==> config.mk <==
export PLATFORM = sky130hd
export DESIGN_NAME = ump_uart_dev_flat
export DESIGN_NICKNAME = d
export VERILOG_FILES = /design/src/ump_pkg.sv /design/src/ump_link_if.sv /design/src/ump_uart_dev.sv /design/src/flat_wrapper.sv
export SDC_FILE = /design/constraint.sdc
export NUM_CORES = 1
export LEC_CHECK = 0
export ABC_AREA = 0
export ABC_CLOCK_PERIOD_IN_PS = 1770
export BUFFER_PORTS_ARGS = -buffer_cell sky130_fd_sc_hd__buf_2
export CORE_MARGIN = 1.5
export CORE_UTILIZATION = 40
export DETAILED_ROUTE_END_ITERATION = 10
export GPL_ROUTABILITY_DRIVEN = 0
export GPL_TIMING_DRIVEN = 0
export PLACE_DENSITY = 0.64
export SLEW_MARGIN = 40
export SYNTH_ARGS = -nofsm -noshare
export SYNTH_HDL_FRONTEND = slang
export SYNTH_SLANG_ARGS = --single-unit
==> constraint.sdc <==
create_clock -name clk -period 1.77 [get_ports clk]
set_input_delay 0.2655 -clock clk [delete_from_list [all_inputs] [get_ports clk]]
set_output_delay 0.2655 -clock clk [all_outputs]
set_load 0.01 [all_outputs]
==> src/ump_pkg.sv <==
// Notes on behaviour
// bit rate is timer clock/(256-reload), halved
// both overflows halved; start edge reloads rx timer
// control bit 7 picks 8-bit or 9-bit frames
// 8-bit frame: start, 8 data lsb first, stop
// writing data buffer starts a transmission
// transmit-done set as stop bit begins
// receiver works only while enable bit 4 set
// 8-bit mode: stop bit to ninth-receive, gated load
// rejected character changes no buffer or flag
// overrun keeps first byte, later ones dropped
// 9-bit frame adds ninth-transmit bit before stop
// 9-bit mode: ninth bit stored, filter gates load
// filter off accepts any ninth bit value
// receive-done set when stop bit sampled
// interrupt when either done flag set, if enabled
// done flags cleared only by cpu writes
// master sends ninth bit 1 for address only
// slave software toggles filter around its message
// ninth-transmit bit unused in 8-bit mode
// bit 6 reads one; control resets to 0x40
// data address: write transmits, read gives rx latch
// tx idles high; rx samples mid bit
// disabled receiver ignores the line entirely
package ump_pkg;
    localparam logic [7:0] UMP_CTRL_ADDR  = 8'h98;
    localparam logic [7:0] UMP_DATA_ADDR  = 8'h99;
    localparam logic [7:0] UMP_CTRL_RESET = 8'h40;
    localparam int         UMP_BIT_MODE   = 7;
    localparam int         UMP_BIT_ONE    = 6;
    localparam int         UMP_BIT_AFE    = 5;
    localparam int         UMP_BIT_REN    = 4;
    localparam int         UMP_BIT_TB8    = 3;
    localparam int         UMP_BIT_RB8    = 2;
    localparam int         UMP_BIT_TI     = 1;
    localparam int         UMP_BIT_RI     = 0;
    localparam logic [7:0] UMP_TMR_TOP    = 8'hff;
    localparam logic [8:0] UMP_TMR_MOD    = 9'h0100;
    localparam logic [2:0] UMP_LAST_DATA  = 3'h7;
    localparam logic [3:0] UMP_BITS_8     = 4'ha;
    localparam logic [3:0] UMP_BITS_9     = 4'hb;
    localparam int         UMP_FIFO_DEPTH = 4;
endpackage

==> src/ump_link_if.sv <==
`timescale 1ns/1ns
// serial pair between the device end and the remote end
interface ump_link_if;
    logic serial_transmit_line;
    logic serial_receive_line;
    modport dev    (output serial_transmit_line, input serial_receive_line);
    modport remote (input serial_transmit_line, output serial_receive_line);
endinterface

==> src/ump_uart_dev.sv <==
`timescale 1ns/1ns
module ump_uart_dev (
    input  wire logic       clk,
    input  wire logic       rst_b,
    input  wire logic       cpu_wr,
    input  wire logic       cpu_rd,
    input  wire logic [7:0] cpu_addr,
    input  wire logic [7:0] cpu_wdata,
    output logic      [7:0] cpu_rdata,
    input  wire logic       int_enable,
    input  wire logic [7:0] timer_reload_byte,
    input  wire logic       timer_tick,
    output logic            irq,
    ump_link_if.dev         link
);
    import ump_pkg::*;

    typedef enum logic [2:0] {
        UMP_TX_IDLE  = 3'b000,
        UMP_TX_LOAD  = 3'b001,
        UMP_TX_START = 3'b011,
        UMP_TX_DATA  = 3'b010,
        UMP_TX_NINTH = 3'b110,
        UMP_TX_STOP  = 3'b111
    } ump_tx_t;

    typedef enum logic [2:0] {
        UMP_RX_IDLE  = 3'b000,
        UMP_RX_START = 3'b001,
        UMP_RX_DATA  = 3'b011,
        UMP_RX_NINTH = 3'b010,
        UMP_RX_STOP  = 3'b110
    } ump_rx_t;

    ump_tx_t    tx_state_q;
    ump_rx_t    rx_state_q;
    logic       mode_q;
    logic       afe_q;
    logic       ren_q;
    logic       tb8_q;
    logic       rb8_q;
    logic       ti_q;
    logic       ri_q;
    logic [7:0] tx_tmr_q;
    logic [7:0] rx_tmr_q;
    logic       tx_half_q;
    logic       rx_half_q;
    logic [7:0] tx_shift_q;
    logic       tx_ninth_q;
    logic       tx_nine_q;
    logic [2:0] tx_cnt_q;
    logic       tx_line_q;
    logic [7:0] rx_shift_q;
    logic [2:0] rx_cnt_q;
    logic       rx_nine_q;
    logic       rx_ninth_q;
    logic       rx_prev_q;
    logic [7:0] rx_buf_q;
    logic       rxd;
    logic       ctrl_wr;
    logic       data_wr;
    logic       tx_ovf;
    logic       rx_ovf;
    logic       tx_baud;
    logic       rx_start;
    logic       rx_sample;
    logic       rx_accept;
    logic       rx_load;
    logic       rx_ninth_val;
    logic       tx_done_set;

    assign rxd     = link.serial_receive_line;
    assign ctrl_wr = cpu_wr & (cpu_addr == UMP_CTRL_ADDR);
    assign data_wr = cpu_wr & (cpu_addr == UMP_DATA_ADDR);
    assign link.serial_transmit_line = tx_line_q;

    // shared 8-bit auto-reload timer, one copy per direction
    assign tx_ovf  = timer_tick & (tx_tmr_q == UMP_TMR_TOP);
    assign rx_ovf  = timer_tick & (rx_tmr_q == UMP_TMR_TOP);
    assign tx_baud = tx_ovf & tx_half_q;            // see
    // first rx overflow after the forced reload falls mid bit
    assign rx_sample = rx_ovf & ~rx_half_q;
    assign rx_start  = ren_q & (rx_state_q == UMP_RX_IDLE) & rx_prev_q & ~rxd; // see

    always_ff @(posedge clk or negedge rst_b) begin
        if (!rst_b) begin
            tx_tmr_q  <= 8'h00;
            tx_half_q <= 1'b0;
        end else if (tx_ovf) begin
            tx_tmr_q  <= timer_reload_byte;
            tx_half_q <= ~tx_half_q;
        end else if (timer_tick) begin
            tx_tmr_q  <= tx_tmr_q + 8'h01;
        end
    end

    // rx copy restarts on a start edge, independent of the tx copy
    always_ff @(posedge clk or negedge rst_b) begin
        if (!rst_b) begin
            rx_tmr_q  <= 8'h00;
            rx_half_q <= 1'b0;
        end else if (rx_start) begin
            rx_tmr_q  <= timer_reload_byte;
            rx_half_q <= 1'b0;
        end else if (rx_ovf) begin
            rx_tmr_q  <= timer_reload_byte;
            rx_half_q <= ~rx_half_q;
        end else if (timer_tick) begin
            rx_tmr_q  <= rx_tmr_q + 8'h01;
        end
    end

    // transmitter; a write while busy is dropped to protect the frame
    assign tx_done_set = tx_baud & (((tx_state_q == UMP_TX_DATA) & (tx_cnt_q == UMP_LAST_DATA)
                          & ~tx_nine_q) | (tx_state_q == UMP_TX_NINTH));

    always_ff @(posedge clk or negedge rst_b) begin
        if (!rst_b) begin
            tx_state_q <= UMP_TX_IDLE;
            tx_shift_q <= 8'h00;
            tx_ninth_q <= 1'b0;
            tx_nine_q  <= 1'b0;
            tx_cnt_q   <= 3'h0;
            tx_line_q  <= 1'b1;
        end else begin
            unique case (tx_state_q)
                UMP_TX_IDLE: begin
                    tx_line_q <= 1'b1;
                    if (data_wr) begin
                        tx_shift_q <= cpu_wdata;        // see
                        tx_nine_q  <= mode_q;
                        tx_ninth_q <= mode_q & tb8_q;
                        tx_state_q <= UMP_TX_LOAD;
                    end
                end
                UMP_TX_LOAD: if (tx_baud) begin
                    tx_line_q  <= 1'b0;
                    tx_state_q <= UMP_TX_START;
                end
                UMP_TX_START: if (tx_baud) begin
                    tx_line_q  <= tx_shift_q[0];
                    tx_shift_q <= {1'b0, tx_shift_q[7:1]};
                    tx_cnt_q   <= 3'h0;
                    tx_state_q <= UMP_TX_DATA;
                end
                UMP_TX_DATA: if (tx_baud) begin
                    if (tx_cnt_q != UMP_LAST_DATA) begin
                        tx_line_q  <= tx_shift_q[0];
                        tx_shift_q <= {1'b0, tx_shift_q[7:1]};
                        tx_cnt_q   <= tx_cnt_q + 3'h1;
                    end else if (tx_nine_q) begin
                        tx_line_q  <= tx_ninth_q;
                        tx_state_q <= UMP_TX_NINTH;
                    end else begin
                        tx_line_q  <= 1'b1;
                        tx_state_q <= UMP_TX_STOP;
                    end
                end
                UMP_TX_NINTH: if (tx_baud) begin
                    tx_line_q  <= 1'b1;
                    tx_state_q <= UMP_TX_STOP;
                end
                UMP_TX_STOP: if (tx_baud) begin
                    tx_state_q <= UMP_TX_IDLE;
                end
                default: tx_state_q <= UMP_TX_IDLE;
            endcase
        end
    end

    // acceptance: flag must be clear, filter checks stop or ninth bit
    assign rx_ninth_val = rx_nine_q ? rx_ninth_q : rxd;               // see
    assign rx_accept    = ~ri_q & (~afe_q | rx_ninth_val);            // see see
    assign rx_load      = ren_q & rx_sample & (rx_state_q == UMP_RX_STOP) & rx_accept;

    always_ff @(posedge clk or negedge rst_b) begin
        if (!rst_b) begin
            rx_state_q <= UMP_RX_IDLE;
            rx_shift_q <= 8'h00;
            rx_cnt_q   <= 3'h0;
            rx_nine_q  <= 1'b0;
            rx_ninth_q <= 1'b0;
            rx_prev_q  <= 1'b1;
        end else begin
            rx_prev_q <= rxd;
            if (!ren_q) begin
                rx_state_q <= UMP_RX_IDLE;              // see
            end else begin
                unique case (rx_state_q)
                    UMP_RX_IDLE: if (rx_start) begin
                        rx_nine_q  <= mode_q;
                        rx_state_q <= UMP_RX_START;
                    end
                    UMP_RX_START: if (rx_sample) begin
                        rx_cnt_q   <= 3'h0;
                        // a glitch that is high mid bit is not a start
                        rx_state_q <= rxd ? UMP_RX_IDLE : UMP_RX_DATA;
                    end
                    UMP_RX_DATA: if (rx_sample) begin
                        rx_shift_q <= {rxd, rx_shift_q[7:1]};
                        rx_cnt_q   <= rx_cnt_q + 3'h1;
                        if (rx_cnt_q == UMP_LAST_DATA) begin
                            rx_state_q <= rx_nine_q ? UMP_RX_NINTH : UMP_RX_STOP;
                        end
                    end
                    UMP_RX_NINTH: if (rx_sample) begin
                        rx_ninth_q <= rxd;
                        rx_state_q <= UMP_RX_STOP;
                    end
                    UMP_RX_STOP: if (rx_sample) begin
                        rx_state_q <= UMP_RX_IDLE;
                    end
                    default: rx_state_q <= UMP_RX_IDLE;
                endcase
            end
        end
    end

    // receive latch only moves on an accepted character
    always_ff @(posedge clk or negedge rst_b) begin
        if (!rst_b) begin
            rx_buf_q <= 8'h00;
        end else if (rx_load) begin
            rx_buf_q <= rx_shift_q;                     // see
        end
    end

    // control register; hardware set beats a same-cycle cpu clear
    always_ff @(posedge clk or negedge rst_b) begin
        if (!rst_b) begin
            mode_q <= UMP_CTRL_RESET[UMP_BIT_MODE];
            afe_q  <= UMP_CTRL_RESET[UMP_BIT_AFE];
            ren_q  <= UMP_CTRL_RESET[UMP_BIT_REN];
            tb8_q  <= UMP_CTRL_RESET[UMP_BIT_TB8];
            rb8_q  <= UMP_CTRL_RESET[UMP_BIT_RB8];
            ti_q   <= UMP_CTRL_RESET[UMP_BIT_TI];
            ri_q   <= UMP_CTRL_RESET[UMP_BIT_RI];
        end else begin
            if (ctrl_wr) begin
                mode_q <= cpu_wdata[UMP_BIT_MODE];
                afe_q  <= cpu_wdata[UMP_BIT_AFE];
                ren_q  <= cpu_wdata[UMP_BIT_REN];
                tb8_q  <= cpu_wdata[UMP_BIT_TB8];
            end
            if (rx_load) rb8_q <= rx_ninth_val;         // see
            else if (ctrl_wr) rb8_q <= cpu_wdata[UMP_BIT_RB8];
            ti_q <= tx_done_set | (ctrl_wr ? cpu_wdata[UMP_BIT_TI] : ti_q);
            ri_q <= rx_load | (ctrl_wr ? cpu_wdata[UMP_BIT_RI] : ri_q);     // see
        end
    end

    // registered read port; unmapped addresses read zero
    always_ff @(posedge clk or negedge rst_b) begin
        if (!rst_b) begin
            cpu_rdata <= 8'h00;
        end else if (cpu_rd) begin
            if (cpu_addr == UMP_CTRL_ADDR) begin
                cpu_rdata <= {mode_q, 1'b1, afe_q, ren_q, tb8_q, rb8_q, ti_q, ri_q};
            end else if (cpu_addr == UMP_DATA_ADDR) begin
                cpu_rdata <= rx_buf_q;
            end else begin
                cpu_rdata <= 8'h00;
            end
        end
    end

    assign irq = int_enable & (ti_q | ri_q);
endmodule // ump_uart_dev

==> src/flat_wrapper.sv <==
// flat-port wrapper written by rule: the top's interface ports become plain ports
module ump_uart_dev_flat import ump_pkg::*;
  (clk, rst_b, cpu_wr, cpu_rd, cpu_addr, cpu_wdata, cpu_rdata, int_enable, timer_reload_byte, timer_tick, irq, link_serial_transmit_line, link_serial_receive_line);
  ump_link_if link_i ();
  input  wire logic clk;
  input  wire logic rst_b;
  input  wire logic cpu_wr;
  input  wire logic cpu_rd;
  input  wire logic [7:0] cpu_addr;
  input  wire logic [7:0] cpu_wdata;
  output logic      [7:0] cpu_rdata;
  input  wire logic int_enable;
  input  wire logic [7:0] timer_reload_byte;
  input  wire logic timer_tick;
  output logic irq;
  output wire logic [$bits(link_i.serial_transmit_line)-1:0] link_serial_transmit_line;
  input wire logic [$bits(link_i.serial_receive_line)-1:0] link_serial_receive_line;
  assign link_serial_transmit_line = link_i.serial_transmit_line;
  assign link_i.serial_receive_line = link_serial_receive_line;
  ump_uart_dev u_core (.clk(clk), .rst_b(rst_b), .cpu_wr(cpu_wr), .cpu_rd(cpu_rd), .cpu_addr(cpu_addr), .cpu_wdata(cpu_wdata), .cpu_rdata(cpu_rdata), .int_enable(int_enable), .timer_reload_byte(timer_reload_byte), .timer_tick(timer_tick), .irq(irq), .link(link_i));
endmodule
# Word-level counts from Yosys, hierarchy flattened
# Cells that the tools add are included.
totals:
  wordCells: 160
  reg_bits: 75
classes:
  n_reduce_logical: 20
  n_eq_ne: 32
  n_bitwise: 29
  n_addsub: 4
  muxes: 50
ops:
  columns: ["op", "n"]
  rows:
  - ["$mux 8", 11]
  - ["$mux 3", 18]
  - ["$eq 8x8->1 const B", 4]
  - ["$pmux 8 s3", 1]
  - ["$ne 3x3->1 const B", 7]
  - ["$and 1x1->1", 18]
  - ["$pmux 3 s6", 1]
  - ["$add 8x1->8 const B", 2]
  - ["$ne 2x1->1 const B", 8]
  - ["$eq 3x3->1 const B", 5]
  - ["$pmux 3 s5", 1]
  - ["$mux 1", 14]
  - ["$eq 3x2->1 const B", 4]
  - ["$pmux 3 s2", 2]
  - ["$reduce_and 5->1", 2]
  - ["$reduce_bool 2->1", 5]
  - ["$reduce_and 3->1", 3]
  - ["$reduce_and 4->1", 2]
  - ["$reduce_and 7->1", 1]
  - ["$add 3x1->3 const B", 2]
  - ["$eq 3x1->1 const B", 2]
  - ["$logic_not 3->1", 2]
  - ["$not 1->1", 6]
  - ["$reduce_and 6->1", 1]
  - ["7 further kinds", 13]

# Longest topological paths before layout
logic_depth:
  depth_word: 7
  ltp_mapped: 8

# Worst setup path after synthesis
# No wires, ideal clock.
synth_path:
  path_type: "flip-flop to flip-flop"
  startpoint: "reg u_core.rx_tmr_q[0]"
  endpoint: "reg u_core.rx_ninth_q"
  setup_slack_ns: -0.137
  n_path_buf: 0
  t_arrival_ns: 1.782
  required_ns: 1.645
  setup_ns: 0.125
  stages_incl_launch_ff: 7
  period_less_slack_ns: 1.907
  path_cell_list: "dfrtp_1 > ha_1 > and4_1 > nand3_4 > or2_2 > nor3_1 > mux2_2"
synth_via:
  elab_chain_cells: 4
synth_rtl:
  columns: ["element", "line_no", "rtl"]
  rows:
  - ["start: declaration", "ump_uart_dev.sv:45", "logic [7:0] rx_tmr_q;"]
  - ["start signal: assignment", "ump_uart_dev.sv:103", "rx_tmr_q <= timer_reload_byte;"]
  - ["start signal: assignment", "ump_uart_dev.sv:106", "rx_tmr_q <= timer_reload_byte;"]
  - ["start signal: assignment", "ump_uart_dev.sv:109", "rx_tmr_q <= rx_tmr_q + 8'h01;"]
  - ["$eq 8x8->1", "ump_uart_dev.sv:79", "assign rx_ovf = timer_tick & (rx_tmr_q == UMP_TMR_TOP);"]
  - ["$and 1x1->1", "ump_uart_dev.sv:79", null]
  - ["$and 1x1->1", "ump_uart_dev.sv:82", "assign rx_sample = rx_ovf & ~rx_half_q;"]
  - ["$reduce_and 3->1 (no line)", null, null]
  - ["end signal: assignment", "ump_uart_dev.sv:207", "rx_ninth_q <= rxd;"]
  - ["end: declaration", "ump_uart_dev.sv:56", "logic rx_ninth_q;"]
# No other way between the ends.
# A chain may end at the register's enable or synchronous reset.

# Worst setup path in the final report
layout_path:
  startpoint: "reg u_core.rx_prev_q"
  endpoint: "reg u_core.rx_tmr_q[3]"
layout_via:
  elab_chain_cells: 3
  word_cells_on_any_way: 4
  classes_between: "mux: 1; bitwise: 2; reduce/logical: 1"
layout_rtl:
  columns: ["element", "line_no", "rtl"]
  rows:
  - ["start: declaration", "ump_uart_dev.sv:57", "logic rx_prev_q;"]
  - ["start signal: assignment", "ump_uart_dev.sv:185", "rx_prev_q <= rxd;"]
  - ["$and 1x1->1 (*) (2 in series)", "ump_uart_dev.sv:83", "assign rx_start = ren_q & (rx_state_q == UMP_RX_IDLE) & rx_prev_q & ~rxd;"]
  - ["$reduce_bool 3->1 (no line) / $mux 8 (equally long branches)", null, null]
# Mark *: on every way between the ends. The rest lies on a longest branch, timed or not.

==> results.yml <==
logic_synthesis:
  synth_mux_area_share_pct: 10.7
  ys_top_cells_by_area: "dfrtp_1 (49%), mux2_2 (6.7%), mux2i_1 (4.0%), a21oi_1 (3.8%), nand2_1 (3.2%)"
  synth_nets: 393
  synth_area_mm2: 0.00371
  synthAdderAreaFrac_pct: 2.02
  async_flop_share_pct: 100
  synth_top_area_cell: "dfrtp_1"
  synth-main-ff-cell: "dfrtp_1"
  syn_inst: 356
  ys_warn_count: 0
  synth_edf_count: 0
  yosys.area_share.xor_xnor_pct: 0.236
  ys_types: 56
  synth_top_family_by_area: "simple AND/OR/NAND/NOR gates"
  seq_area_frac_synth_pct: 50.6
  synth_compound_area_share_pct: 15.1
  syn_avg_cell_area_um2: 10.4
  yosysTopAreaCellShare_pct: 49.2
  synth-simple-area-share_pct: 17.8
  synth_seq_cells: 75
timing:
  fin_hold_ws_ns: 0.0671
  max_freq_mhz: 521
  fin_crit_sh_pct: 108
  relSlewSlack_pct: 65.5
  clock_skew_ns: 0.0104
  finalCriticalPeriod_ns: 1.92
  rsz0062_at_grt: "yes"
  tightest_slew_ns: 0.517
  final-max-slew-violation-count: 0
  layout_setup_ws_ns: -0.148
  setup_viol: 17
  setup-tns-final_ns: -1.07
  hold_violations: 0
power:
  p_total_mw: 4.12
  leakagePower_nw: 2.21
  share_seq_of_total_power_pct: 50.2
  clockPowerShare_pct: 33.6
  switching_share_pct: 28.9
  power_density_mw_per_mm2: 867
  p_int_mw: 2.93
  combPwrFrac_pct: 16.2
  ir_drop_mv: 0.466
  power.switching_mw: 1.19
place:
  preCtsSetupSlack_ns: -0.380
  portBuffers: 38
  place_hpwl_mm: 5.50
  placed_cell_area_mm2: 0.00408
  dpl.cell_count: 503
worst_hold_path:
  hp-class: "primary input to register"
routing:
  routed_via_density: 5.32
  finalWirelength_mm: 8.23
  drt_iter0_drc: 141
  route.antenna.remaining_nets: 0
  drtPass1Iterations: 4
  wl_per_cell_um: 15.0
  vias: 2917
  drc_errors: 0
setup_path:
  cp.required_ns: 2.01
  critPathMaxFanout: 5
  worstPathArrival_ns: 2.15
  critPathLaunchType: "register"
  crit_type: "register to register"
  worstSetupEndpointType: "register"
clock_tree:
  numCtsBuffers: 9
  cts_tree: "yes"
  clkTransAtPathRegs_ns: 0.08
  cts_sinks: 75
  cts.path.max_buffers: 2
  cts-root-buf: "clkbuf_8"
  htreeDepth: 3
  clk_latency_ns: 0.36
finish:
  syn_to_final_growth_pct: 28.1
  fin_cells: 548
  utilization_pct: 53.7
  fin_area_mm2: 0.00475
  n_antenna_cell: 0
  final_nets: 472
  drive_above_1_share_pct: 36.1
grt:
  gr-total-overflow: 0
  grt_max_degree: 53
  grt_usage_pct: 17.5
  grt_pass1_wl_mm: 13.5
  grt.met3_usage_pct: 3.87
  use_met2_pct: 28.0
  antenna_found_initial: 0
  grt_pass1_vias: 2908
  use_met1_pct: 22.7
  busiest_layer: "met2"
status:
  violations: "negative setup slack"
  status: "finished, violations left"
floorplan:
  placementRows: 34
  fp.dieH_um: 99.3
  die_w_um: 99.3
  coreArea_mm2: 0.00885
  ios: 41
  start_util_pct: 41.9
  die_area_mm2: 0.00986
run:
  drv_cap: 0
## cell families after synthesis
family                     Yosys count
DFF                                 75
xor gates and xnor gates             1
buffers and inverters               27
and+or+nand+nor                    121
muxes                               37
adders and majority gates            6
AOI/OAI and AO/OA                   89
## worst max-delay path, stage by stage, from the launching register on
cell and delay, ns:
dfstp_2 0.51, or3b_4 0.38, or3_4 0.38, nand2_4 0.10
buf_6 0.12, mux2i_1 0.21, a22oi_2 0.09
## metal layers
metal	vias to the layer above	part of all wire, %
li1	1441	-
met3	11	4.4
met2	61	48
met1	1404	46
met5	-	0
met4	0	1.5
## path summary, 6_finish.rpt
check / startpoint / cells past startpoint / to / slack [ns]
hold reg to reg: u_core.tx_cnt_q[1] / 2 / u_core.tx_cnt_q[1] / 0.49
setup / recovery: u_core.rx_prev_q / 6 / u_core.rx_tmr_q[3] / -0.15
max in group asynchronous: rst_b / 3 / u_core.rx_prev_q / 0.89
hold / removal: link_serial_receive_line / 1 / u_core.rx_prev_q / 0.07
setup reg to reg: u_core.rx_prev_q / 6 / u_core.rx_tmr_q[3] / -0.15
min in group asynchronous: rst_b / 2 / u_core.tx_tmr_q[0] / 0.33
## timing repair
action                     4_1_cts  5_1_grt
hold endpoints to repair        23        0
gates cloned                     2        0
setup endpoints to repair       48       39
pin swaps                       18       14
setup buffers                   20        7
hold buffers                     1        0
gates resized for setup         27       37
## final cells by class
type                    instances  area (um2)
flip-flops and latches         75        1880
well taps                     108         135
multi-input cells             254        1910
inverters                      13        48.8
fillers                       773        4100
clock buffers                  10         138
plain buffers                  13        95.1
clock inverters                 6        72.6
repair buffers                 69         470
## power by group through the flow
stage	clock, mW	combinational [mW]	sequential, mW
after floorplan	0	0.363	2.05
after global placement	0	0.508	2.07
after detailed placement	0	0.540	2.08
after CTS	1.42	0.625	2.05
after global routing	1.49	0.756	2.09
final	1.38	0.669	2.07
## synth_stat cells, drive strengths merged, types with 8 or more instances
master  count
mux2i      15
nor2       29
nand2      35
buf         8
a21oi      29
o21ai      23
mux2       22
nand3      17
dfrtp      73
inv        13
nand2b      8
a22oi      11
## cells in the final DEF, fill, tap and decap left out, types with 4 or more instances in the layout
cell type  instances
a21oi_1           22
a21oi_2            7
a22o_1             4
a22oi_1            9
and3_1             6
buf_2             38
buf_4             25
buf_6             10
clkbuf_1           4
clkbuf_8          10
dfrtp_1           72
ha_1               4
inv_1             13
mux2_2            21
mux2i_1           15
nand2_1           31
nand2b_1           6
nand3_1           14
nor2_1            20
nor2_4             6
nor2b_1            4
o211ai_1           4
o21ai_0           14
o21ai_1            8
## sequential cells by signal (all words and copies together), names as in the netlist, 3 cells and up
signal	cells
u_core.cpu_rdata	8
u_core.rx_tmr_q	8
u_core.tx_shift_q	8
u_core.tx_state_q	3
u_core.tx_cnt_q	3
u_core.rx_state_q	3
u_core.tx_tmr_q	8
u_core.rx_shift_q	8
u_core.rx_cnt_q	3
u_core.rx_buf_q	8
Power figures use the tool's default switching activity.
